### src/hw/vsf_map.svh
`ifndef VSF_MAP_SVH
`define VSF_MAP_SVH

// Register byte offsets
`define VSF_REG_SRC_FMT 4'h0
`define VSF_REG_DIAG_AB 4'h4
`define VSF_REG_DIAG_CD 4'h8
`define VSF_REG_MASK 4'hC

// Field positions
`define VSF_SRC_LSB 22
`define VSF_SRC_MSB 25
`define VSF_FMT_LSB 26
`define VSF_FMT_MSB 30
`define VSF_LOW8_BIT 31
`define VSF_WP_BIT 15
`define VSF_OWN_BIT 31
`define VSF_CSEL_BIT 31
`define VSF_LO_ADDR_LSB 0
`define VSF_LO_ADDR_MSB 14
`define VSF_HI_ADDR_LSB 16
`define VSF_HI_ADDR_MSB 30

// Reset values
`define VSF_SRC_RST 4'h0
`define VSF_FMT_RST 5'h00
`define VSF_MASK_RST 32'hFFFFFFFF
`define VSF_ADDR_RST 15'h0000

// Source selector codes
`define VSF_SRC_CAMERA 4'h0
`define VSF_SRC_NOVALID 4'h1
`define VSF_SRC_HRAMP 4'h3
`define VSF_SRC_MRAMP 4'h4
`define VSF_SRC_ZERO 4'h5
`define VSF_SRC_ONES 4'h6
`define VSF_SRC_ALT_A 4'h7
`define VSF_SRC_ALT_5 4'h8
`define VSF_SRC_SEQ 4'h9
`define VSF_SRC_VRAMP 4'hA

// Synthetic constants
`define VSF_BYTE_ZERO 8'h00
`define VSF_BYTE_ONES 8'hFF
`define VSF_BYTE_ALT_A 8'hAA
`define VSF_BYTE_ALT_5 8'h55
`define VSF_SEQ_WORD 64'hABCDEF0123456789

// Pixel format codes
`define VSF_FMT_MONO8 5'h00
`define VSF_FMT_MONO10 5'h01
`define VSF_FMT_MONO12 5'h02
`define VSF_FMT_MONO14 5'h03
`define VSF_FMT_MONO16 5'h04
`define VSF_FMT_BGR8_32 5'h05
`define VSF_FMT_BGR8_24 5'h06
`define VSF_FMT_RGB10_32 5'h07
`define VSF_FMT_RGB12_48 5'h08
`define VSF_FMT_MONO32 5'h09
`define VSF_FMT_MONO64 5'h0A
`define VSF_FMT_RGB8_32 5'h0B
`define VSF_FMT_RGB8_24 5'h0C
`define VSF_FMT_BGR10_32 5'h0D
`define VSF_FMT_BGR12_48 5'h0E

// Low-byte keep masks per pixel container
`define VSF_KEEP_ALL 64'hFFFFFFFFFFFFFFFF
`define VSF_KEEP_16 64'h00FF00FF00FF00FF
`define VSF_KEEP_32 64'h000000FF000000FF
`define VSF_KEEP_64 64'h00000000000000FF
`define VSF_KEEP_C10 64'h000000000FF3FCFF
`define VSF_KEEP_C12 64'h00000000FF0FF0FF

// Lanes written per format
`define VSF_LANES_ALL 4'hF
`define VSF_LANES_48 4'h7
`define VSF_LANES_32 4'h3
`define VSF_LANES_NONE 4'h0

`endif

### src/hw/vsf_pkg.sv
package vsf_pkg;
	typedef logic [14:0] vsf_addr_t;

	// Register port request, one strobe at a time
	typedef struct packed {
		logic wr;
		logic rd;
		logic [3:0] addr;
		logic [31:0] wdata;
	} vsf_bus_req_s;

	// Buffer write towards the dual-port buffer, one enable per lane
	typedef struct packed {
		logic [3:0] we;
		vsf_addr_t [3:0] addr;
		logic [63:0] data;
	} vsf_buf_wr_s;
endpackage : vsf_pkg

### src/hw/vsf_pattern_gen.sv
`timescale 1ns/10ps
`default_nettype none
`include "vsf_map.svh"

module vsf_pattern_gen (
	// Clock and control
	input wire logic mclk_i,
	input wire logic rst_n_i,
	input wire logic ce_i,
	input wire logic [3:0] src_i,
	// Pattern out
	output logic [63:0] pat_o
);
	logic [7:0] h_q;
	logic [7:0] v_q;
	logic [7:0] f_q;
	logic [7:0] byte_d;
	logic [63:0] pat_d;

	// Free-running raster: no camera timing exists in synthetic mode
	always_ff @(posedge mclk_i) begin
		if (!rst_n_i) begin
			h_q <= 8'h00;
			v_q <= 8'h00;
			f_q <= 8'h00;
		end else if (ce_i) begin
			h_q <= h_q + 8'h01;
			if (h_q == 8'hFF) begin
				v_q <= v_q + 8'h01;
				if (v_q == 8'hFF)
					f_q <= f_q + 8'h01;
			end
		end
	end

	// One byte value per code, copied to every tap; the fixed-word code gives the whole 64-bit word
	always_comb begin
		byte_d = `VSF_BYTE_ZERO;
		unique case (src_i)
			`VSF_SRC_HRAMP: byte_d = h_q;
			`VSF_SRC_MRAMP: byte_d = h_q + f_q;
			`VSF_SRC_VRAMP: byte_d = v_q;
			`VSF_SRC_ONES: byte_d = `VSF_BYTE_ONES;
			`VSF_SRC_ALT_A: byte_d = `VSF_BYTE_ALT_A;
			`VSF_SRC_ALT_5: byte_d = `VSF_BYTE_ALT_5;
			default: byte_d = `VSF_BYTE_ZERO;
		endcase
		pat_d = {8{byte_d}};
		if (src_i == `VSF_SRC_SEQ)
			pat_d = `VSF_SEQ_WORD;
	end

	// Registered so the source mux sees a clean word
	always_ff @(posedge mclk_i) begin
		if (!rst_n_i)
			pat_o <= 64'h0000000000000000;
		else if (ce_i)
			pat_o <= pat_d;
	end
endmodule : vsf_pattern_gen

`default_nettype wire

### src/hw/vsf_top.sv
// Local design decisions: strobed register access and the address map.
`timescale 1ns/10ps
`default_nettype none
`include "vsf_map.svh"

module vsf_top (
	// Clock, reset, enable
	input wire logic mclk_i,
	input wire logic rst_n_i,
	input wire logic ce_i,
	// Register port
	input wire vsf_pkg::vsf_bus_req_s bus_i,
	output logic [31:0] rd_data_o,
	// Camera pins
	input wire logic [63:0] cam_data_i,
	input wire logic cam_valid_i,
	// Video stream out
	output logic [63:0] pix_o,
	output logic pix_valid_o,
	// Buffer write port
	output vsf_pkg::vsf_buf_wr_s buf_wr_o,
	// UART sharing and colour space
	input wire logic uart_taken_i,
	output logic uart_owner_o,
	output logic color_space_o
);
	// Configuration
	logic [3:0] video_source_select_q;
	logic [4:0] pixel_format_code_q;
	logic low_byte_only_q;
	logic buffer_write_protect_q;
	logic [31:0] mask_q;
	// Input synchronisers
	logic [63:0] cam_s1_q, cam_s2_q, cam_s3_q;
	logic val_s1_q, val_s2_q, val_s3_q;
	logic val_filt_q;
	// Datapath
	logic [63:0] pat;
	logic [63:0] raw_d, pix_d;
	logic pix_valid_d;
	vsf_pkg::vsf_addr_t [3:0] lane_addr_q;
	vsf_pkg::vsf_addr_t [3:0] last_q;
	logic [3:0] lanes;
	logic [31:0] rd_d;

	// Rearrange camera components into the selected layout
	function automatic logic [63:0] fmt_pack(input logic [4:0] f, input logic [63:0] d);
		logic [63:0] r;
		r = d;
		unique case (f)
			`VSF_FMT_RGB8_32: r = {8'h00, d[39:32], d[47:40], d[55:48],
				8'h00, d[7:0], d[15:8], d[23:16]};
			`VSF_FMT_BGR8_32: r = {8'h00, d[55:48], d[47:40], d[39:32],
				8'h00, d[23:16], d[15:8], d[7:0]};
			`VSF_FMT_RGB8_24: r = {16'h0000, d[39:32], d[47:40], d[55:48],
				d[7:0], d[15:8], d[23:16]};
			`VSF_FMT_BGR8_24: r = {16'h0000, d[55:48], d[47:40], d[39:32],
				d[23:16], d[15:8], d[7:0]};
			`VSF_FMT_RGB10_32: r = {32'h00000000, 2'b00, d[9:0], d[25:16], d[41:32]};
			`VSF_FMT_BGR10_32: r = {32'h00000000, 2'b00, d[41:32], d[25:16], d[9:0]};
			`VSF_FMT_RGB12_48: r = {28'h0000000, d[11:0], d[27:16], d[43:32]};
			`VSF_FMT_BGR12_48: r = {28'h0000000, d[43:32], d[27:16], d[11:0]};
			default: r = d;
		endcase
		return r;
	endfunction : fmt_pack

	// Bits kept when only the low byte of each pixel is captured
	function automatic logic [63:0] low8_keep(input logic [4:0] f);
		logic [63:0] k;
		k = `VSF_KEEP_ALL;
		unique case (f)
			`VSF_FMT_MONO10,
			`VSF_FMT_MONO12,
			`VSF_FMT_MONO14,
			`VSF_FMT_MONO16: k = `VSF_KEEP_16;
			`VSF_FMT_MONO32: k = `VSF_KEEP_32;
			`VSF_FMT_MONO64: k = `VSF_KEEP_64;
			`VSF_FMT_RGB10_32,
			`VSF_FMT_BGR10_32: k = `VSF_KEEP_C10;
			`VSF_FMT_RGB12_48,
			`VSF_FMT_BGR12_48: k = `VSF_KEEP_C12;
			default: k = `VSF_KEEP_ALL;
		endcase
		return k;
	endfunction : low8_keep

	// Lanes that carry data in each format; undefined codes write nothing
	function automatic logic [3:0] lane_use(input logic [4:0] f);
		logic [3:0] l;
		l = `VSF_LANES_NONE;
		unique case (f)
			`VSF_FMT_BGR8_24,
			`VSF_FMT_RGB8_24,
			`VSF_FMT_RGB12_48,
			`VSF_FMT_BGR12_48: l = `VSF_LANES_48;
			`VSF_FMT_RGB10_32,
			`VSF_FMT_BGR10_32: l = `VSF_LANES_32;
			`VSF_FMT_MONO8, `VSF_FMT_MONO10, `VSF_FMT_MONO12, `VSF_FMT_MONO14,
			`VSF_FMT_MONO16, `VSF_FMT_BGR8_32, `VSF_FMT_RGB8_32,
			`VSF_FMT_MONO32, `VSF_FMT_MONO64: l = `VSF_LANES_ALL;
			default: l = `VSF_LANES_NONE;
		endcase
		return l;
	endfunction : lane_use

	// Source, format and low-byte control
	always_ff @(posedge mclk_i) begin
		if (!rst_n_i) begin
			video_source_select_q <= `VSF_SRC_RST;
			pixel_format_code_q <= `VSF_FMT_RST;
			low_byte_only_q <= 1'b0;
		end else if (ce_i && bus_i.wr && bus_i.addr == `VSF_REG_SRC_FMT) begin
			video_source_select_q <= bus_i.wdata[`VSF_SRC_MSB:`VSF_SRC_LSB];
			pixel_format_code_q <= bus_i.wdata[`VSF_FMT_MSB:`VSF_FMT_LSB];
			low_byte_only_q <= bus_i.wdata[`VSF_LOW8_BIT];
		end
	end

	// Write protect; ownership is set by software and lost to another grabber
	always_ff @(posedge mclk_i) begin
		if (!rst_n_i) begin
			buffer_write_protect_q <= 1'b0;
			uart_owner_o <= 1'b0;
		end else if (ce_i) begin
			if (bus_i.wr && bus_i.addr == `VSF_REG_DIAG_AB) begin
				buffer_write_protect_q <= bus_i.wdata[`VSF_WP_BIT];
				uart_owner_o <= bus_i.wdata[`VSF_OWN_BIT];
			end else if (uart_taken_i) begin
				uart_owner_o <= 1'b0; // Software write wins over a takeover
			end
		end
	end

	// Colour space and video mask
	always_ff @(posedge mclk_i) begin
		if (!rst_n_i) begin
			color_space_o <= 1'b0;
			mask_q <= `VSF_MASK_RST;
		end else if (ce_i && bus_i.wr) begin
			if (bus_i.addr == `VSF_REG_DIAG_CD)
				color_space_o <= bus_i.wdata[`VSF_CSEL_BIT];
			if (bus_i.addr == `VSF_REG_MASK)
				mask_q <= bus_i.wdata;
		end
	end

	// Camera pins cross in through three stages
	always_ff @(posedge mclk_i) begin
		if (!rst_n_i) begin
			cam_s1_q <= 64'h0000000000000000;
			cam_s2_q <= 64'h0000000000000000;
			cam_s3_q <= 64'h0000000000000000;
			val_s1_q <= 1'b0;
			val_s2_q <= 1'b0;
			val_s3_q <= 1'b0;
			val_filt_q <= 1'b0;
		end else if (ce_i) begin
			cam_s1_q <= cam_data_i;
			cam_s2_q <= cam_s1_q;
			cam_s3_q <= cam_s2_q;
			val_s1_q <= cam_valid_i;
			val_s2_q <= val_s1_q;
			val_s3_q <= val_s2_q;
			if (val_s2_q == val_s3_q)
				val_filt_q <= val_s3_q; // A glitch of one cycle never counts
		end
	end

	vsf_pattern_gen u_pattern (
		.mclk_i(mclk_i),
		.rst_n_i(rst_n_i),
		.ce_i(ce_i),
		.src_i(video_source_select_q),
		.pat_o(pat)
	);

	// Source select, packing, low-byte cut and mask
	always_comb begin
		raw_d = pat;
		pix_valid_d = 1'b1;
		unique case (video_source_select_q)
			`VSF_SRC_CAMERA: begin
				raw_d = cam_s3_q;
				pix_valid_d = val_filt_q;
			end
			`VSF_SRC_NOVALID: begin
				raw_d = cam_s3_q;
				pix_valid_d = 1'b1;
			end
			`VSF_SRC_HRAMP, `VSF_SRC_MRAMP, `VSF_SRC_ZERO, `VSF_SRC_ONES, `VSF_SRC_ALT_A,
			`VSF_SRC_ALT_5, `VSF_SRC_SEQ, `VSF_SRC_VRAMP: pix_valid_d = 1'b1;
			default: pix_valid_d = 1'b0; // Reserved codes stream nothing
		endcase
		// Test patterns bypass packing; the low-byte cut and the mask still apply to them
		if (video_source_select_q == `VSF_SRC_CAMERA ||
			video_source_select_q == `VSF_SRC_NOVALID)
			pix_d = fmt_pack(pixel_format_code_q, raw_d);
		else
			pix_d = raw_d;
		if (low_byte_only_q)
			pix_d = pix_d & low8_keep(pixel_format_code_q);
		pix_d = pix_d & {mask_q, mask_q};
	end

	// Stream output register
	always_ff @(posedge mclk_i) begin
		if (!rst_n_i) begin
			pix_o <= 64'h0000000000000000;
			pix_valid_o <= 1'b0;
		end else if (ce_i) begin
			pix_o <= pix_d;
			pix_valid_o <= pix_valid_d;
		end
	end

	assign lanes = pix_valid_o && !buffer_write_protect_q ?
		lane_use(pixel_format_code_q) : `VSF_LANES_NONE;

	// Buffer write issue with one address counter per lane
	always_ff @(posedge mclk_i) begin
		if (!rst_n_i) begin
			buf_wr_o <= '0;
			lane_addr_q <= '0;
		end else if (ce_i) begin
			buf_wr_o.we <= lanes;
			buf_wr_o.data <= pix_o;
			buf_wr_o.addr <= lane_addr_q;
			for (int l = 0; l < 4; l++) begin
				if (lanes[l])
					lane_addr_q[l] <= lane_addr_q[l] + 15'h0001;
			end
		end
	end

	// Diagnostic last addresses follow each completed lane write
	always_ff @(posedge mclk_i) begin
		if (!rst_n_i) begin
			last_q <= '0;
		end else if (ce_i) begin
			for (int l = 0; l < 4; l++) begin
				if (buf_wr_o.we[l])
					last_q[l] <= buf_wr_o.addr[l];
			end
		end
	end

	// Read mux; unmapped offsets read zero
	always_comb begin
		rd_d = 32'h00000000;
		unique case (bus_i.addr)
			`VSF_REG_SRC_FMT: begin
				rd_d[`VSF_SRC_MSB:`VSF_SRC_LSB] = video_source_select_q;
				rd_d[`VSF_FMT_MSB:`VSF_FMT_LSB] = pixel_format_code_q;
				rd_d[`VSF_LOW8_BIT] = low_byte_only_q;
			end
			`VSF_REG_DIAG_AB: begin
				rd_d[`VSF_LO_ADDR_MSB:`VSF_LO_ADDR_LSB] = last_q[0];
				rd_d[`VSF_WP_BIT] = buffer_write_protect_q;
				rd_d[`VSF_HI_ADDR_MSB:`VSF_HI_ADDR_LSB] = last_q[1];
				rd_d[`VSF_OWN_BIT] = uart_owner_o;
			end
			`VSF_REG_DIAG_CD: begin
				rd_d[`VSF_LO_ADDR_MSB:`VSF_LO_ADDR_LSB] = last_q[2];
				rd_d[`VSF_HI_ADDR_MSB:`VSF_HI_ADDR_LSB] = last_q[3];
				rd_d[`VSF_CSEL_BIT] = color_space_o;
			end
			`VSF_REG_MASK: rd_d = mask_q;
			default: rd_d = 32'h00000000;
		endcase
	end

	// Read data stands only in the cycle after the strobe
	always_ff @(posedge mclk_i) begin
		if (!rst_n_i)
			rd_data_o <= 32'h00000000;
		else if (ce_i)
			rd_data_o <= bus_i.rd ? rd_d : 32'h00000000;
	end

	property p_src_novalid;
		@(posedge mclk_i) disable iff (!rst_n_i)
		ce_i && video_source_select_q == `VSF_SRC_NOVALID |=> pix_valid_o;
	endproperty
	a_src_novalid: assert property (p_src_novalid) else $error("valid not forced in mode 1");

	property p_ones;
		@(posedge mclk_i) disable iff (!rst_n_i)
		(ce_i && !bus_i.wr && video_source_select_q == `VSF_SRC_ONES)[*3]
		|=> pix_o == ({mask_q, mask_q} &
			(low_byte_only_q ? low8_keep(pixel_format_code_q) : `VSF_KEEP_ALL));
	endproperty
	a_ones: assert property (p_ones) else $error("FFh pattern wrong");

	property p_seq;
		@(posedge mclk_i) disable iff (!rst_n_i)
		(ce_i && !bus_i.wr && video_source_select_q == `VSF_SRC_SEQ)[*3]
		|=> pix_o == (`VSF_SEQ_WORD & {mask_q, mask_q} &
			(low_byte_only_q ? low8_keep(pixel_format_code_q) : `VSF_KEEP_ALL));
	endproperty
	a_seq: assert property (p_seq) else $error("fixed word pattern wrong");

	property p_low8;
		@(posedge mclk_i) disable iff (!rst_n_i)
		ce_i && low_byte_only_q && pixel_format_code_q == `VSF_FMT_MONO16
		|=> (pix_o & ~`VSF_KEEP_16) == 64'h0000000000000000;
	endproperty
	a_low8: assert property (p_low8) else $error("high pixel bits survived");

	property p_wp;
		@(posedge mclk_i) disable iff (!rst_n_i)
		ce_i && buffer_write_protect_q |=> buf_wr_o.we == `VSF_LANES_NONE;
	endproperty
	a_wp: assert property (p_wp) else $error("buffer written while protected");

	property p_last_a;
		@(posedge mclk_i) disable iff (!rst_n_i)
		ce_i && buf_wr_o.we[0] |=> last_q[0] == $past(buf_wr_o.addr[0]);
	endproperty
	a_last_a: assert property (p_last_a) else $error("lane A last address stale");

	property p_last_d;
		@(posedge mclk_i) disable iff (!rst_n_i)
		ce_i && buf_wr_o.we[3] ##1 ce_i && bus_i.rd && bus_i.addr == `VSF_REG_DIAG_CD
		|=> rd_data_o[`VSF_HI_ADDR_MSB:`VSF_HI_ADDR_LSB] == $past(buf_wr_o.addr[3], 2);
	endproperty
	a_last_d: assert property (p_last_d) else $error("lane D readback wrong");

	property p_own;
		@(posedge mclk_i) disable iff (!rst_n_i)
		ce_i && bus_i.wr && bus_i.addr == `VSF_REG_DIAG_AB && bus_i.wdata[`VSF_OWN_BIT]
		|=> uart_owner_o;
	endproperty
	a_own: assert property (p_own) else $error("UART ownership not taken");

	property p_mask;
		@(posedge mclk_i) disable iff (!rst_n_i)
		ce_i ##1 $stable(mask_q) |-> (pix_o & ~{mask_q, mask_q}) == 64'h0000000000000000;
	endproperty
	a_mask: assert property (p_mask) else $error("masked video bit set");
endmodule : vsf_top

`default_nettype wire

### config.mk
export PLATFORM = sky130hd
export DESIGN_NAME = vsf_top
export DESIGN_NICKNAME = d
export VERILOG_FILES = /design/src/hw/vsf_pkg.sv /design/src/hw/vsf_pattern_gen.sv /design/src/hw/vsf_top.sv
export VERILOG_INCLUDE_DIRS = /design/src /design/src/hw
export SDC_FILE = /design/constraint.sdc
export NUM_CORES = 1
export LEC_CHECK = 0
export ABC_AREA = 1
export BUFFER_PORTS_ARGS = -buffer_cell sky130_fd_sc_hd__buf_2
export CELL_PAD_IN_SITES_DETAIL_PLACEMENT = 0
export CELL_PAD_IN_SITES_GLOBAL_PLACEMENT = 1
export CORE_MARGIN = 1.5
export CORE_UTILIZATION = 43
export CTS_BUF_LIST = sky130_fd_sc_hd__clkbuf_2
export CTS_CLUSTER_SIZE = 10
export DETAILED_ROUTE_END_ITERATION = 10
export PLACE_DENSITY_LB_ADDON = 0.05
export SYNTH_ARGS = -nofsm -noshare
export SYNTH_HDL_FRONTEND = slang
export SYNTH_SLANG_ARGS = --single-unit
### constraint.sdc
create_clock -name mclk_i -period 3.3 [get_ports mclk_i]
set_input_delay 0.66 -clock mclk_i [delete_from_list [all_inputs] [get_ports mclk_i]]
set_output_delay 0.66 -clock mclk_i [all_outputs]
set_load 0.02 [all_outputs]
# == Word level (Yosys, flattened, before mapping) ==
# Memories as Yosys holds them, arrays and structs flattened. A register that Yosys moved wholly into a read port is not among the register bits.
# Index checks and enable logic that the tools add are counted.
# classes
addsub,8
n_reduce_logical,26
n_eq_ne,23
mux,22
n_bitwise,2
# op_table
op,count
case mux 64 bit (8 select lines),1
2-to-1 mux 64 bit,6
bitwise AND 64 bit,2
"adder 15 x 1 -> 15 bit, second input constant",4
case mux 8 bit (6 select lines),1
case mux 15 bit (3 select lines),1
case mux 10 bit (4 select lines),1
2-to-1 mux 32 bit,1
AND reduction 2 bit,14
"equality test 5 x 4 -> 1 bit, second input constant",5
"adder 8 x 1 -> 8 bit, second input constant",3
2-to-1 mux 4 bit,6
"equality test 4 x 3 -> 1 bit, second input constant",5
"equality test 4 bit, second input constant",5
case mux 6 bit (3 select lines),1
"equality test 8 bit, second input constant",2
"equality test 5 x 3 -> 1 bit, second input constant",3
OR reduction 9 bit,1
adder 8 bit,1
zero test 4 bit,2
"equality test 4 x 1 -> 1 bit, second input constant",1
"equality test 4 x 2 -> 1 bit, second input constant",1
logical AND 1 bit,4
case mux 1 bit (2 select lines),2
7 further kinds,8
# totals
mem_count,2
out_inout_bits,227
wordCells,118
in_bits,107
mem_bits_ro,960
regBits,674
# memory_table
memory,words,width,read_ports,rd_clocked_by_memory_dff,write_ports,line_no,source
(name not given),16,56,1,1,0,vsf_top.sv:72,unique case (f)
(name not given),16,4,1,1,0,vsf_top.sv:92,unique case (f)

# == Logic depth before layout (Yosys ltp) ==
# Gate-level depths: netlist of the first run.
# logic_depth
depth_word,8
ltp_mapped,15

# == By module ==
# A second synthesis of the first run with hierarchy kept.
# hier_totals
hier_cells,3893
area_unflattened_um2,27309.9
# by_module_without_submodules
mod,area_each_um2,n_inst,seq_area_each_um2,cells_per_inst
vsf_top,24752.5,1,11951.5,3522
vsf_pattern_gen,2557.5,1,760.7,371

# == Worst setup path before layout of the first run ==
# OpenSTA, ideal clock, no wires.
# synth_path
path_kind,input -> register
from,input port bus_i[33] (netlist name)
to,register (tool-made name)
setup_time_ns,0.114
required_ns,3.186
path_stages,13
arrival_time_ns,2.447
slack_ns,0.739
path_cell_list,nor2_1 > inv_1 > nor3_2 > nand2_1 > buf_2 > nand2_1 > nand2_1 > nor2_1 > inv_1 > ha_1 > or2_2 > nand2_1 > nand2_1
# synth_rtl
element,line_no,source
start: declaration,vsf_top.sv:12,"input wire vsf_pkg::vsf_bus_req_s bus_i,"

==> flow_summary.html, run 1 <==
<table>
<tr><th>Metric</th><th>Value</th></tr>
<tr><th colspan="2">Worst hold path</th></tr>
<tr><td>Hold wc startpoint</td><td>cam_data_i[1]</td></tr>
<tr><td>Path type of the worst min-delay path</td><td>in -&gt; reg</td></tr>
<tr><td>Cells on Worst Hold Path</td><td>4</td></tr>
<tr><td>Hold endpoint</td><td>cam_s1_q[1]</td></tr>
<tr><th colspan="2">Setup path</th></tr>
<tr><td>Worst Reg-to-Reg Cells</td><td>12</td></tr>
<tr><td>Kind of cell with the highest combined delay on the critical path</td><td>buffers and inverters</td></tr>
<tr><td>Critical path startpoint category</td><td>input pin</td></tr>
<tr><td>Critical path class</td><td>in -&gt; reg</td></tr>
<tr><td>Biggest cell delay along the critical path</td><td>around 650 ps</td></tr>
<tr><td>Crit path arrival time</td><td>between 4000 and 5000 ps</td></tr>
<tr><td>Worst path slowest cell</td><td>sky130_fd_sc_hd__dlygate4sd3_1</td></tr>
<tr><td>Largest fanout of any net on the critical path</td><td>8</td></tr>
<tr><td>Critical R2R Capture</td><td>pix_o[35]</td></tr>
<tr><td>Endpoint kind of the worst setup timing path</td><td>flip-flop</td></tr>
<tr><td>Crit path required time</td><td>roughly 4600 ps</td></tr>
<tr><td>Worst-path cell chain</td><td>dlygate4sd3_1, buf_2, nor2_1, inv_1, nor3_2, dlygate4sd3_1, nand2_2, dlygate4sd3_1, nand2_1, nand2_1, nor2_2, inv_1, ha_1, or2_2, o21ai_0, nand2_1, nand2_1</td></tr>
<tr><td>Critical path buffer and inverter count</td><td>6</td></tr>
<tr><td>Top cell by count, worst path</td><td>sky130_fd_sc_hd__nand2_1</td></tr>
<tr><td>Worst r2r src</td><td>pixel_format_code_q[4]</td></tr>
<tr><td>Flop-to-flop setup slack</td><td>610 ps</td></tr>
<tr><th colspan="2">Floorplanning</th></tr>
<tr><td>FP Rows</td><td>91</td></tr>
<tr><td>Placeable Area</td><td>approximately 0.062 mm²</td></tr>
<tr><td>Total I/O pin count</td><td>334</td></tr>
<tr><td>Y dimension of the die</td><td>around 250 µm</td></tr>
<tr><td>Initial Util</td><td>a little over two fifths</td></tr>
<tr><td>Area of the die</td><td>0.0636 mm²</td></tr>
<tr><td>Die width</td><td>around 250 µm</td></tr>
<tr><th colspan="2">Drt</th></tr>
<tr><td>Iteration-0 DRC Markers</td><td>1,961</td></tr>
<tr><td>Routed via count</td><td>about 28,000</td></tr>
<tr><td>Average via count per standard cell</td><td>around 5.2</td></tr>
<tr><td>Number of nets with antenna violations after detailed routing</td><td>0</td></tr>
<tr><td>WL/cell</td><td>between 15 and 20 µm</td></tr>
<tr><td>Total wirelength of the detailed-routed design</td><td>about 96 mm</td></tr>
<tr><td>First drt pass iteration count</td><td>6</td></tr>
<tr><td>Number of design rule violations left after detail routing</td><td>0</td></tr>
<tr><th colspan="2">Synthesis</th></tr>
<tr><td>Library cell occupying the most area in the post-synthesis netlist</td><td>sky130_fd_sc_hd__dfxtp_1</td></tr>
<tr><td>Count of mapped cells out of synthesis</td><td>around 3,800</td></tr>
<tr><td>Number of warnings reported in the yosys synthesis log</td><td>0</td></tr>
<tr><td>Fraction of registers with async set or reset after synthesis</td><td>0%</td></tr>
<tr><td>Post-synthesis area per instance</td><td>a little over 7 µm²</td></tr>
<tr><td>Mapped Area</td><td>between 0.02 and 0.03 mm²</td></tr>
<tr><td>Top post-synthesis cells by area</td><td>sky130_fd_sc_hd__dfxtp_1 (48%), sky130_fd_sc_hd__nand2_1 (9.7%), sky130_fd_sc_hd__nor2_1 (9.6%), sky130_fd_sc_hd__o21ai_0 (9.4%), sky130_fd_sc_hd__a21oi_1 (5.4%)</td></tr>
<tr><td>Portion of synthesized cell area occupied by the leading cell type</td><td>47.6%</td></tr>
<tr><td>Flip-flop cell with the highest count after synthesis</td><td>sky130_fd_sc_hd__dfxtp_1</td></tr>
<tr><td>Sequential-to-total area share from yosys stat</td><td>approximately 48%</td></tr>
<tr><td>Count of flip-flops with a built-in enable after synthesis</td><td>0</td></tr>
<tr><td>Distinct cells, synth</td><td>50</td></tr>
<tr><td>Total nets after synthesis</td><td>between 3,000 and 4,000</td></tr>
<tr><td>Synthesis-stage register bit count</td><td>635</td></tr>
<tr><th colspan="2">Global route</th></tr>
<tr><td>Antenna violations before repair</td><td>1</td></tr>
<tr><td>Largest net degree at the start of global routing</td><td>roughly 230</td></tr>
<tr><td>Overall Global Routing Usage</td><td>29.5%</td></tr>
<tr><td>Grt total ovfl</td><td>0</td></tr>
<tr><td>Global-route wire length before repair</td><td>approximately 150 mm</td></tr>
<tr><td>Vias in the first global route</td><td>about 26,000</td></tr>
<tr><th colspan="2">Place</th></tr>
<tr><td>Routability congestion estimate</td><td>between 0.9 and 1</td></tr>
<tr><td>Port buffer count</td><td>between 300 and 400</td></tr>
<tr><td>DP Wirelength</td><td>approximately 66 mm</td></tr>
<tr><th colspan="2">Pwr</th></tr>
<tr><td>Switching fraction of total power</td><td>a little under a third</td></tr>
<tr><td>Power per Cell Area</td><td>between 400 and 500 mW/mm²</td></tr>
<tr><td>Cell-internal power</td><td>approximately 11 mW</td></tr>
<tr><td>Clock network fraction of design power</td><td>between 30% and 40%</td></tr>
<tr><td>Reg power frac</td><td>~53%</td></tr>
<tr><td>Power Total</td><td>15.5 mW</td></tr>
<tr><td>Peak supply drop</td><td>0.266 mV</td></tr>
<tr><td>LEAKAGE</td><td>~15 nW</td></tr>
<tr><td>NetSw</td><td>between 4 and 5 mW</td></tr>
<tr><td>Power share of the combinational group</td><td>12.2%</td></tr>
<tr><th colspan="2">Outcome</th></tr>
<tr><td>Outcome</td><td>finished clean</td></tr>
<tr><th colspan="2">Layout</th></tr>
<tr><td>Post-layout net count</td><td>around 4,500</td></tr>
<tr><td>Layout filler cell count</td><td>between 6,000 and 7,000</td></tr>
<tr><td>Synthesis-to-layout area growth</td><td>25.2%</td></tr>
<tr><td>Fraction of layout instances using a drive strength above 1</td><td>16.4%</td></tr>
<tr><th colspan="2">Timing</th></tr>
<tr><td>Worst Skew</td><td>approximately 130 ps</td></tr>
<tr><td>Post-Route Setup TNS</td><td>0 ps</td></tr>
<tr><td>Period utilisation layout</td><td>between 90% and 100%</td></tr>
<tr><td>Slew Limit Headroom</td><td>between 30% and 40%</td></tr>
<tr><td>Max Clk Rate</td><td>about 320 MHz</td></tr>
<tr><td>Setup violations, final</td><td>0</td></tr>
<tr><td>Tightest Pin Transition</td><td>roughly 1000 ps</td></tr>
<tr><td>Hold_ws</td><td>157 ps</td></tr>
<tr><td>Final hold viol count</td><td>0</td></tr>
<tr><td>Number of pins with negative max-slew slack in the final report</td><td>0</td></tr>
<tr><td>Final min period</td><td>roughly 3100 ps</td></tr>
<tr><td>Setup repair after global routing missed its margin</td><td>false</td></tr>
<tr><th colspan="2">Clock tree</th></tr>
<tr><td>Register clock-pin slew on the reported worst setup and hold paths</td><td>90 ps</td></tr>
<tr><td>TritonCTS clock tree</td><td>done</td></tr>
<tr><td>Clock tree root driver cell</td><td>sky130_fd_sc_hd__clkbuf_2</td></tr>
<tr><td>CTS max path bufs</td><td>3</td></tr>
<tr><td>Num CTS Buffers</td><td>166</td></tr>
<tr><td>Worst-skew pair later-pin latency</td><td>roughly 1400 ps</td></tr>
<tr><td>H-tree depth reported by CTS</td><td>4</td></tr>
<tr><td>Number of clock sinks</td><td>635</td></tr>
<tr><th colspan="2">Run</th></tr>
<tr><td>Number of max-cap violations</td><td>0</td></tr>
</table>
Yosys cell counts (all sizes together), types with 10 or more instances:
library cell and count:
a21oi 291, o21ai 531, xor2 10, nor2 697, nand2 694, nand3 166, o211ai 10, o22ai 34
or2 14, inv 284, dfxtp 635, nand4 34, clkbuf 186, o221ai 18, nor3 40, buf 32
ha 19
state kept, by name, summed over array words and instances (netlist names), 4 cells and up, named ones only:
name                   count
buf_wr_o                 127
cam_s1_q                  64
cam_s2_q                  64
cam_s3_q                  64
pix_o                     64
lane_addr_q               60
last_q                    60
mask_q                    32
rd_data_o                 32
u_pattern.pat_o           14
u_pattern.f_q              8
u_pattern.h_q              8
u_pattern.v_q              8
pixel_format_code_q        5
video_source_select_q      4
cell usage in the layout, fill, tap and decap left out, drive strengths merged, types with 2 or more instances in the layout:
cell         instances
dlygate4sd3        265
o21a                 7
bufinv               2
a22oi                4
nand3b               8
xnor2                6
a221oi               5
nand2              694
a31oi                8
clkinv              22
nor4                 7
nand3              166
o22ai               34
nor3                40
dfxtp              635
or2                 14
buf                417
nor2               697
inv                290
o21ai              531
nor3b                5
clkbuf             245
ha                  19
a21oi              291
clkinvlp             2
xor2                10
nand4               34
o221ai              18
o211ai              10
layout make-up:
cell class	count	area, µm²	share of cell area (%)
clock buffers	245	1230	3.67
diodes	1	2.50	0.00748
inverters	287	1090	3.25
repair buffers	682	5080	15.2
well taps	837	1050	3.13
clock inverters	29	224	0.670
flip-flops and latches	635	12700	38.0
multi-input cells	2619	12100	36.1
power by group through the flow:
| stage | combinational [mW] | clock, mW | sequential [mW] |
|---|---|---|---|
| final | 1.89 | 5.40 | 8.20 |
| after detailed placement | 1.64 | 0 | 8.38 |
| after floorplan | 0.856 | 0 | 8.44 |
| after global routing | 2.06 | 5.98 | 8.24 |
| after global placement | 1.63 | 0 | 8.37 |
| after CTS | 1.85 | 5.59 | 8.20 |
worst max path at each step:
stage / start / endpoint / slack, ps / cells past startpoint
CTS: bus_i[32] / flip-flop / 210 / 17
global route: bus_i[32] / flip-flop / 50 / 17
floorplan: bus_i[33] / flip-flop / 740 / 13
finish: bus_i[32] / flip-flop / 180 / 17
detailed placement: bus_i[33] / flip-flop / 220 / 13
global placement: bus_i[33] / flip-flop / 250 / 14
metrics by stage:
step | utilization, % | area (µm²) | cells | setup slack (ps)
after detailed placement | 47.6 | 29300 | 4795 | 216
after floorplan | - | 26700 | 3759 | 739
after global routing | 54.3 | 33400 | 5335 | 52.6
after global placement | 47.6 | 29300 | 4795 | 253
after CTS | 54.3 | 33400 | 5334 | 209
final | 54.3 | 33400 | 5335 | 184
per-layer routing:
layer / wire (µm) / GRT usage [%] / vias up
met5: 0 / 0 / -
met4: 2040 / 9.24 / 0
met3: 5470 / 5.37 / 141
met2: 43600 / 46.3 / 884
met1: 45000 / 41.0 / 12900
li1: - / - / 13700
logic make-up after synthesis:
family,count (synthesis),share of synthesized area [%]
and+or+nand+nor,1667,25.6
adders and majority gates,20,0.965
DFF,635,47.6
buffers and inverters,505,7.30
AOI/OAI and AO/OA,915,18.0
muxes,1,0.0375
xor gates and xnor gates,16,0.525
worst register-to-register path, delay by kind of cell (launching register included):
| family | cells | cell delay, ps |
|---|---|---|
| buffers and inverters | 3 | 700 |
| AND/OR/NAND/NOR | 6 | 970 |
| AO/OA/AOI/OAI | 3 | 570 |
| flip-flops | 1 | 380 |
what timing repair did:
| action | 4_1_cts | 5_1_grt |
|---|---|---|
| endpoints found under the setup margin | 0 | 5 |
| buffers inserted | 0 | 0 |
| resized for setup | 0 | 2 |
| endpoints found under the hold margin | 392 | 0 |
| hold buffers | 265 | 0 |
Power figures use the tool's default switching activity.
==> inputs of run 2 (changes only) <==
--- a/config.mk
+++ b/config.mk
@@ -15,7 +15,9 @@
 export CTS_BUF_LIST = sky130_fd_sc_hd__clkbuf_2
 export CTS_CLUSTER_SIZE = 10
 export DETAILED_ROUTE_END_ITERATION = 10
+export GPL_ROUTABILITY_DRIVEN = 0
 export PLACE_DENSITY_LB_ADDON = 0.05
+export RECOVER_POWER = 25
 export SYNTH_ARGS = -nofsm -noshare
 export SYNTH_HDL_FRONTEND = slang
 export SYNTH_SLANG_ARGS = --single-unit
==> run 2 against run 1 <==
First-iteration DRC count up 21%. Sequential power about the same. Highest routed layer unchanged. Utilization up 0.61 points. Largest power group unchanged. Via count up 0.65%. Wire length down 3.0%. The flow now finishes with violations (capacitance limit, slew limit). Global-route usage down 0.85 points. Worst hold slack better by 120 ps.
==> flow_summary.html, run 2 (synthesis results as in run 1) <==
<table>
<tr><th>Metric</th><th>Value</th></tr>
<tr><th colspan="2">Clock tree</th></tr>
<tr><td>H-tree depth reported by CTS</td><td>4 (unchanged)</td></tr>
<tr><td>Number of clock sinks</td><td>635 (unchanged)</td></tr>
<tr><td>CTS max path bufs</td><td>3 (unchanged)</td></tr>
<tr><td>Num CTS Buffers</td><td>172 (+3.6%)</td></tr>
<tr><td>TritonCTS clock tree</td><td>done</td></tr>
<tr><td>Clock tree root driver cell</td><td>sky130_fd_sc_hd__clkbuf_2</td></tr>
<tr><td>Register clock-pin slew on the reported worst setup and hold paths</td><td>100 ps (about the same)</td></tr>
<tr><td>Worst-skew pair later-pin latency</td><td>1360 ps (about the same)</td></tr>
<tr><th colspan="2">Run</th></tr>
<tr><td>Number of max-cap violations</td><td>2 (+2)</td></tr>
<tr><th colspan="2">Pwr</th></tr>
<tr><td>LEAKAGE</td><td>15.0 nW (+1.1%)</td></tr>
<tr><td>Switching fraction of total power</td><td>29.6% (-0.49 points)</td></tr>
<tr><td>Cell-internal power</td><td>11.2 mW (+3.2%)</td></tr>
<tr><td>Power per Cell Area</td><td>470 mW/mm² (+1.4%)</td></tr>
<tr><td>NetSw</td><td>4.71 mW (+0.84%)</td></tr>
<tr><td>Clock network fraction of design power</td><td>36.5% (+1.6 points)</td></tr>
<tr><td>Reg power frac</td><td>51.6% (-1.3 points)</td></tr>
<tr><td>Power share of the combinational group</td><td>11.8% (-0.4 points)</td></tr>
<tr><td>Peak supply drop</td><td>0.280 mV (+5.3%)</td></tr>
<tr><td>Power Total</td><td>15.9 mW (+2.5%)</td></tr>
<tr><th colspan="2">Floorplanning</th></tr>
<tr><td>FP Rows</td><td>91 (unchanged)</td></tr>
<tr><td>Die width</td><td>252 µm (unchanged)</td></tr>
<tr><td>Placeable Area</td><td>0.0616 mm² (unchanged)</td></tr>
<tr><td>Initial Util</td><td>43.4% (unchanged)</td></tr>
<tr><td>Y dimension of the die</td><td>252 µm (unchanged)</td></tr>
<tr><td>Area of the die</td><td>0.0636 mm² (unchanged)</td></tr>
<tr><td>Total I/O pin count</td><td>334 (unchanged)</td></tr>
<tr><th colspan="2">Timing</th></tr>
<tr><td>Max Clk Rate</td><td>305 MHz (-5.1%)</td></tr>
<tr><td>Number of pins with negative max-slew slack in the final report</td><td>137 (+137)</td></tr>
<tr><td>Setup violations, final</td><td>0 (unchanged)</td></tr>
<tr><td>Setup repair after global routing missed its margin</td><td>false</td></tr>
<tr><td>Period utilisation layout</td><td>99.5% (+5.1 points)</td></tr>
<tr><td>Final hold viol count</td><td>0 (unchanged)</td></tr>
<tr><td>Worst Skew</td><td>116 ps (-9.42 ps)</td></tr>
<tr><td>Post-Route Setup TNS</td><td>0 ps (unchanged)</td></tr>
<tr><td>Final min period</td><td>3280 ps (+167 ps)</td></tr>
<tr><td>Slew Limit Headroom</td><td>-52.4% (-84 points)</td></tr>
<tr><td>Tightest Pin Transition</td><td>2290 ps (+1250 ps)</td></tr>
<tr><th colspan="2">Layout</th></tr>
<tr><td>Number of standard cells in the layout, taps in and fillers out</td><td>5,388 (+0.99%)</td></tr>
<tr><td>Most frequent cells in the layout</td><td>sky130_fd_sc_hd__nand2_1 (687), sky130_fd_sc_hd__nor2_1 (683), sky130_fd_sc_hd__dfxtp_1 (635), sky130_fd_sc_hd__o21ai_0 (501), sky130_fd_sc_hd__buf_2 (331)</td></tr>
<tr><td>Post-layout net count</td><td>4,549 (+0.69%)</td></tr>
<tr><td>Fraction of layout instances using a drive strength above 1</td><td>16.0% (-0.34 points)</td></tr>
<tr><td>Layout filler cell count</td><td>6,226 (+3.2%)</td></tr>
<tr><td>Synthesis-to-layout area growth</td><td>26.6%</td></tr>
<tr><td>Register ranked first by flip-flop count</td><td>buf_wr_o</td></tr>
<tr><td>Commonest non-fill, non-tap cell in the layout</td><td>sky130_fd_sc_hd__nand2_1</td></tr>
<tr><td>Flip-flop count of the largest register, all copies and words added</td><td>127 (unchanged)</td></tr>
<tr><th colspan="2">Global route</th></tr>
<tr><td>Antenna violations before repair</td><td>1 (unchanged)</td></tr>
<tr><td>Largest net degree at the start of global routing</td><td>242 (+4.8%)</td></tr>
<tr><td>Vias in the first global route</td><td>26,000 (+0.95%)</td></tr>
<tr><td>Global-route wire length before repair</td><td>143 mm (-2.1%)</td></tr>
<tr><td>Overall Global Routing Usage</td><td>28.7% (-0.85 points)</td></tr>
<tr><td>Grt total ovfl</td><td>0 (unchanged)</td></tr>
<tr><th colspan="2">Drt</th></tr>
<tr><td>Number of nets with antenna violations after detailed routing</td><td>0 (unchanged)</td></tr>
<tr><td>Routed via count</td><td>27,800 (+0.65%)</td></tr>
<tr><td>Total wirelength of the detailed-routed design</td><td>93.3 mm (-3.0%)</td></tr>
<tr><td>Average via count per standard cell</td><td>5.16 (-0.34%)</td></tr>
<tr><td>WL/cell</td><td>17.3 µm (-4.0%)</td></tr>
<tr><td>First drt pass iteration count</td><td>5 (-1)</td></tr>
<tr><td>Number of design rule violations left after detail routing</td><td>0 (unchanged)</td></tr>
<tr><td>Iteration-0 DRC Markers</td><td>2,382 (+21%)</td></tr>
<tr><th colspan="2">Outcome</th></tr>
<tr><td>Violated checks</td><td>capacitance limit, slew limit</td></tr>
<tr><td>Outcome</td><td>finished, violations left</td></tr>
<tr><th colspan="2">Setup path</th></tr>
<tr><td>Crit path arrival time</td><td>4550 ps (+180 ps)</td></tr>
<tr><td>Biggest cell delay along the critical path</td><td>570 ps (-80 ps)</td></tr>
<tr><td>Kind of cell with the highest combined delay on the critical path</td><td>buffers and inverters</td></tr>
<tr><td>Largest fanout of any net on the critical path</td><td>18 (+10)</td></tr>
<tr><td>Worst-path cell chain</td><td>dlygate4sd3_1, buf_2, nor2_1, inv_1, nor3_2, dlygate4sd3_1, buf_4, inv_1, o21ai_1, nand3_1, dlygate4sd3_1, a21oi_1, dlygate4sd3_1</td></tr>
<tr><td>Critical path startpoint category</td><td>input pin</td></tr>
<tr><td>Worst path slowest cell</td><td>sky130_fd_sc_hd__dlygate4sd3_1</td></tr>
<tr><td>Critical path buffer and inverter count</td><td>8 (+2)</td></tr>
<tr><td>Critical path class</td><td>in -&gt; reg</td></tr>
<tr><td>Crit path required time</td><td>4570 ps (about the same)</td></tr>
<tr><td>Endpoint kind of the worst setup timing path</td><td>flip-flop</td></tr>
<tr><td>Top cell by count, worst path</td><td>sky130_fd_sc_hd__dlygate4sd3_1</td></tr>
<tr><th colspan="2">Place</th></tr>
<tr><td>Dpl cells</td><td>4,779 (-0.33%)</td></tr>
<tr><td>Port buffer count</td><td>333 (unchanged)</td></tr>
<tr><td>DP Wirelength</td><td>63.9 mm (-3.0%)</td></tr>
<tr><th colspan="2">Worst hold path</th></tr>
<tr><td>Path type of the worst min-delay path</td><td>in -&gt; reg</td></tr>
</table>
run 2: path summary, 6_finish.rpt:
path	from	endpoint	slack (ps)	depth (start not counted)
setup reg to reg	pix_valid_o	lane_addr_q[29]	600	11
hold / removal	bus_i[15]	buffer_write_protect_q	270	4
hold reg to reg	last_q[37]	last_q[37]	460	2
setup / recovery	bus_i[32]	rd_data_o[15]	20	13
run 2: area by class of cell:
type / count / area (µm²) / area share, %
clock buffer: 260 / 1300 / 3.85
antenna: 1 / 2.50 / 0.00740
timing repair buffer: 707 / 5310 / 15.7
inverter: 287 / 1080 / 3.20
multi-input combinational: 2619 / 12000 / 35.6
sequential: 635 / 12700 / 37.6
clock inverter: 42 / 322 / 0.951
tap: 837 / 1050 / 3.10
run 2: per-layer routing:
layer / global-route usage, % / wire length (µm)
met5: 0 / 0
met4: 11.3 / 2960
met3: 5.94 / 6180
met2: 44.4 / 41600
met1: 39.0 / 42600
run 2: what timing repair did:
item	4_1_cts	5_1_grt
setup buffers	0	0
hold endpoints to repair	550	0
gates resized for setup	0	1
hold buffers	306	0
setup endpoints to repair	0	1
run 2: stage by stage:
| step | area, µm² | util, % | hold slack [ps] | worst slack (ps) |
|---|---|---|---|---|
| 2_1_floorplan | 26700 | - | 429 | 739 |
| 3_3_place_gp | 29200 | 47.4 | 439 | 300 |
| 3_5_place_dp | 29200 | 47.4 | 448 | 179 |
| 4_1_cts | 33900 | 55.0 | 122 | 133 |
| 5_1_grt | 33800 | 54.9 | 159 | 41.2 |
| 6_report | 33800 | 54.9 | 273 | 17.1 |
run 2: worst min-delay path, delay by kind of cell:
kind	cells	cell delay [ps]
buffers and inverters	2	680
AOI/OAI and AO/OA	2	200
run 2: power groups by stage:
stage / registers, mW / clock network (mW) / logic, mW
final: 8.20 / 5.80 / 1.88
after global routing: 8.24 / 6.41 / 2.05
after CTS: 8.20 / 5.99 / 1.85
after detailed placement: 8.38 / 0 / 1.59
after global placement: 8.37 / 0 / 1.58
after floorplan: 8.44 / 0 / 0.856
==> inputs of run 3 (changes only) <==
--- a/config.mk
+++ b/config.mk
@@ -18,6 +18,8 @@
 export GPL_ROUTABILITY_DRIVEN = 0
 export PLACE_DENSITY_LB_ADDON = 0.05
 export RECOVER_POWER = 25
+export REMOVE_ABC_BUFFERS = 1
 export SYNTH_ARGS = -nofsm -noshare
 export SYNTH_HDL_FRONTEND = slang
 export SYNTH_SLANG_ARGS = --single-unit
+export TNS_END_PERCENT = 30
==> run 3 against run 2 <==
The run still ends with capacitance limit, slew limit left. Cell area is 1.6% lower. Register-to-register slack worse by 50 ps. Fmax increased by 1.1%. Die area stayed put. Wire length is 1.1% higher. Power is 3.2% lower. Sequential cell count unchanged.
==> flow_summary.html, run 3 (synthesis results as in run 1) <==
<table>
<tr><th>Metric</th><th>Value</th></tr>
<tr><th colspan="2">Outcome</th></tr>
<tr><td>Outcome</td><td>finished, violations left</td></tr>
<tr><td>Violated checks</td><td>capacitance limit, slew limit</td></tr>
<tr><th colspan="2">Global route</th></tr>
<tr><td>Antenna violations before repair</td><td>7 (+6)</td></tr>
<tr><td>Global-route wire length before repair</td><td>146 mm (+2.0%)</td></tr>
<tr><td>Overall Global Routing Usage</td><td>29.1% (+0.45 points)</td></tr>
<tr><td>Vias in the first global route</td><td>26,700 (+2.4%)</td></tr>
<tr><td>Largest net degree at the start of global routing</td><td>221 (-8.7%)</td></tr>
<tr><td>Grt total ovfl</td><td>0 (unchanged)</td></tr>
<tr><th colspan="2">Drt</th></tr>
<tr><td>Number of design rule violations left after detail routing</td><td>0 (unchanged)</td></tr>
<tr><td>First drt pass iteration count</td><td>6 (+1)</td></tr>
<tr><td>Iteration-0 DRC Markers</td><td>2,096 (-12%)</td></tr>
<tr><td>Average via count per standard cell</td><td>5.20 (+0.69%)</td></tr>
<tr><td>WL/cell</td><td>17.7 µm (+2.2%)</td></tr>
<tr><td>Total wirelength of the detailed-routed design</td><td>94.3 mm (+1.1%)</td></tr>
<tr><td>Routed via count</td><td>27,700 (-0.34%)</td></tr>
<tr><td>Number of nets with antenna violations after detailed routing</td><td>0 (unchanged)</td></tr>
<tr><th colspan="2">Setup path</th></tr>
<tr><td>Largest fanout of any net on the critical path</td><td>9 (-9)</td></tr>
<tr><td>Crit path required time</td><td>4490 ps (-80 ps)</td></tr>
<tr><td>Critical path startpoint category</td><td>input pin</td></tr>
<tr><td>Endpoint kind of the worst setup timing path</td><td>flip-flop</td></tr>
<tr><td>Crit path arrival time</td><td>4440 ps (-110 ps)</td></tr>
<tr><td>Critical path class</td><td>in -&gt; reg</td></tr>
<tr><th colspan="2">Floorplanning</th></tr>
<tr><td>Initial Util</td><td>43.4% (unchanged)</td></tr>
<tr><td>Y dimension of the die</td><td>252 µm (unchanged)</td></tr>
<tr><td>FP Rows</td><td>91 (unchanged)</td></tr>
<tr><td>Area of the die</td><td>0.0636 mm² (unchanged)</td></tr>
<tr><td>Die width</td><td>252 µm (unchanged)</td></tr>
<tr><td>Placeable Area</td><td>0.0616 mm² (unchanged)</td></tr>
<tr><td>Total I/O pin count</td><td>334 (unchanged)</td></tr>
<tr><th colspan="2">Clock tree</th></tr>
<tr><td>CTS max path bufs</td><td>3 (unchanged)</td></tr>
<tr><td>Num CTS Buffers</td><td>167 (-2.9%)</td></tr>
<tr><td>Number of clock sinks</td><td>635 (unchanged)</td></tr>
<tr><td>Clock tree root driver cell</td><td>sky130_fd_sc_hd__clkbuf_2</td></tr>
<tr><td>Register clock-pin slew on the reported worst setup and hold paths</td><td>110 ps (about the same)</td></tr>
<tr><td>Worst-skew pair later-pin latency</td><td>1310 ps (-50 ps)</td></tr>
<tr><td>TritonCTS clock tree</td><td>done</td></tr>
<tr><td>H-tree depth reported by CTS</td><td>4 (unchanged)</td></tr>
<tr><th colspan="2">Pwr</th></tr>
<tr><td>LEAKAGE</td><td>14.8 nW (-1.8%)</td></tr>
<tr><td>Power per Cell Area</td><td>462 mW/mm² (-1.6%)</td></tr>
<tr><td>Peak supply drop</td><td>0.255 mV (-8.9%)</td></tr>
<tr><td>Power share of the combinational group</td><td>11.8% (about the same)</td></tr>
<tr><td>Clock network fraction of design power</td><td>34.8% (-1.7 points)</td></tr>
<tr><td>Reg power frac</td><td>53.4% (+1.8 points)</td></tr>
<tr><td>Power Total</td><td>15.4 mW (-3.2%)</td></tr>
<tr><td>Switching fraction of total power</td><td>30.2% (+0.56 points)</td></tr>
<tr><td>Cell-internal power</td><td>10.7 mW (-4.0%)</td></tr>
<tr><td>NetSw</td><td>4.64 mW (-1.4%)</td></tr>
<tr><th colspan="2">Layout</th></tr>
<tr><td>Commonest non-fill, non-tap cell in the layout</td><td>sky130_fd_sc_hd__nand2_1</td></tr>
<tr><td>Fraction of layout instances using a drive strength above 1</td><td>15.8% (-0.29 points)</td></tr>
<tr><td>Synthesis-to-layout area growth</td><td>24.6%</td></tr>
<tr><td>Register ranked first by flip-flop count</td><td>buf_wr_o</td></tr>
<tr><td>Post-route cell area</td><td>0.0333 mm² (-1.6%)</td></tr>
<tr><td>Most frequent cells in the layout</td><td>sky130_fd_sc_hd__nand2_1 (686), sky130_fd_sc_hd__nor2_1 (681), sky130_fd_sc_hd__dfxtp_1 (635), sky130_fd_sc_hd__o21ai_0 (502), sky130_fd_sc_hd__buf_2 (331)</td></tr>
<tr><td>Post-layout net count</td><td>4,503 (-1.0%)</td></tr>
<tr><td>Layout filler cell count</td><td>6,254 (+0.45%)</td></tr>
<tr><td>Flip-flop count of the largest register, all copies and words added</td><td>127 (unchanged)</td></tr>
<tr><th colspan="2">Timing</th></tr>
<tr><td>Tightest Pin Transition</td><td>2100 ps (-182 ps)</td></tr>
<tr><td>Setup repair after global routing missed its margin</td><td>false</td></tr>
<tr><td>Period utilisation layout</td><td>98.4% (-1.1 points)</td></tr>
<tr><td>Worst Skew</td><td>81.0 ps (-35.4 ps)</td></tr>
<tr><td>Slew Limit Headroom</td><td>-40.2% (+12 points)</td></tr>
<tr><td>Number of pins with negative max-slew slack in the final report</td><td>261 (+91%)</td></tr>
<tr><td>Setup violations, final</td><td>0 (unchanged)</td></tr>
<tr><td>Post-Route Setup TNS</td><td>0 ps (unchanged)</td></tr>
<tr><td>Final min period</td><td>3250 ps (-37.1 ps)</td></tr>
<tr><td>Final hold viol count</td><td>0 (unchanged)</td></tr>
<tr><td>Max Clk Rate</td><td>308 MHz (+1.1%)</td></tr>
<tr><th colspan="2">Place</th></tr>
<tr><td>Port buffer count</td><td>333 (unchanged)</td></tr>
<tr><td>DP Wirelength</td><td>64.8 mm (+1.4%)</td></tr>
<tr><td>Post-DP Area</td><td>0.0291 mm² (-0.17%)</td></tr>
<tr><th colspan="2">Worst hold path</th></tr>
<tr><td>Path type of the worst min-delay path</td><td>in -&gt; reg</td></tr>
<tr><th colspan="2">Run</th></tr>
<tr><td>Number of max-cap violations</td><td>2 (unchanged)</td></tr>
</table>
run 3: changes by cell type in the layout (fill, tap and decap cells not counted), moves of 2 or more:
cell	previous run	this run
sky130_fd_sc_hd__buf_4	56	43
sky130_fd_sc_hd__clkbuf_2	264	251
sky130_fd_sc_hd__bufinv_16	5	1
sky130_fd_sc_hd__dlygate4sd3_1	306	275
sky130_fd_sc_hd__clkbuf_1	3	5
sky130_fd_sc_hd__clkinv_1	29	26
sky130_fd_sc_hd__diode_2	1	3
sky130_fd_sc_hd__nor2_1	683	681
sky130_fd_sc_hd__inv_2	13	16
run 3: layout make-up:
type                       count  area, µm²  area share (%)
tap                          837       1050            3.15
sequential                   635      12700            38.2
timing repair buffer         666       4920            14.8
multi-input combinational   2619      12100            36.2
clock inverter                38        196           0.590
antenna                        3       7.51          0.0226
clock buffer                 248       1240            3.73
inverter                     287       1090            3.27
run 3: timing repair:
item	CTS	global route
buffers inserted	0	0
resized for setup	0	2
endpoints found under the hold margin	372	0
endpoints found under the setup margin	0	7
hold buffers	275	0
run 3: critical path, cell delays in order:
cell	delay, ps
sky130_fd_sc_hd__dlygate4sd3_1	540
sky130_fd_sc_hd__buf_2	120
sky130_fd_sc_hd__nor2_1	130
sky130_fd_sc_hd__dlygate4sd3_1	610
sky130_fd_sc_hd__inv_1	80
sky130_fd_sc_hd__nor3_2	140
sky130_fd_sc_hd__dlygate4sd3_1	640
sky130_fd_sc_hd__nand2_2	160
sky130_fd_sc_hd__nor2_1	190
sky130_fd_sc_hd__dlygate4sd3_1	570
sky130_fd_sc_hd__nor2_1	40
sky130_fd_sc_hd__dlygate4sd3_1	550
run 3: worst paths after layout:
kind                               start                endpoint  slack [ps]  depth (start not counted)
setup / recovery               bus_i[32]  pixel_format_code_q[0]          50                         12
hold / removal            cam_data_i[63]            cam_s1_q[63]         210                          4
setup reg to reg  pixel_format_code_q[3]               pix_o[18]         550                         11
hold reg to reg               last_q[36]              last_q[36]         460                          2
run 3: power groups by stage:
stage	Combinational (mW)	Clock (mW)	Sequential [mW]
finish	1.81	5.35	8.20
global route	2.00	5.97	8.24
CTS	1.80	5.54	8.20
detailed placement	1.57	0	8.38
global placement	1.56	0	8.38
floorplan	0.754	0	8.44
run 3: metal layers:
metal  routed length, µm  global-route usage (%)  up-vias
met2               42400                    45.8      983
met1               42400                    38.7    12900
met4                2810                    11.5        8
li1                    -                       -    13600
met5                  54                       0        -
met3                6690                    6.54      164
run 3: metrics by stage:
step           hold slack [ps]  setup WS, ps  instances  utilization (%)
5_1_grt                   74.9          55.4       5332             54.0
6_report                   207          54.2       5333             54.0
4_1_cts                   2.59           234       5330             54.1
3_3_place_gp               439           306       4769             47.3
2_1_floorplan              428         -1590       3541                -
3_5_place_dp               443           176       4769             47.3
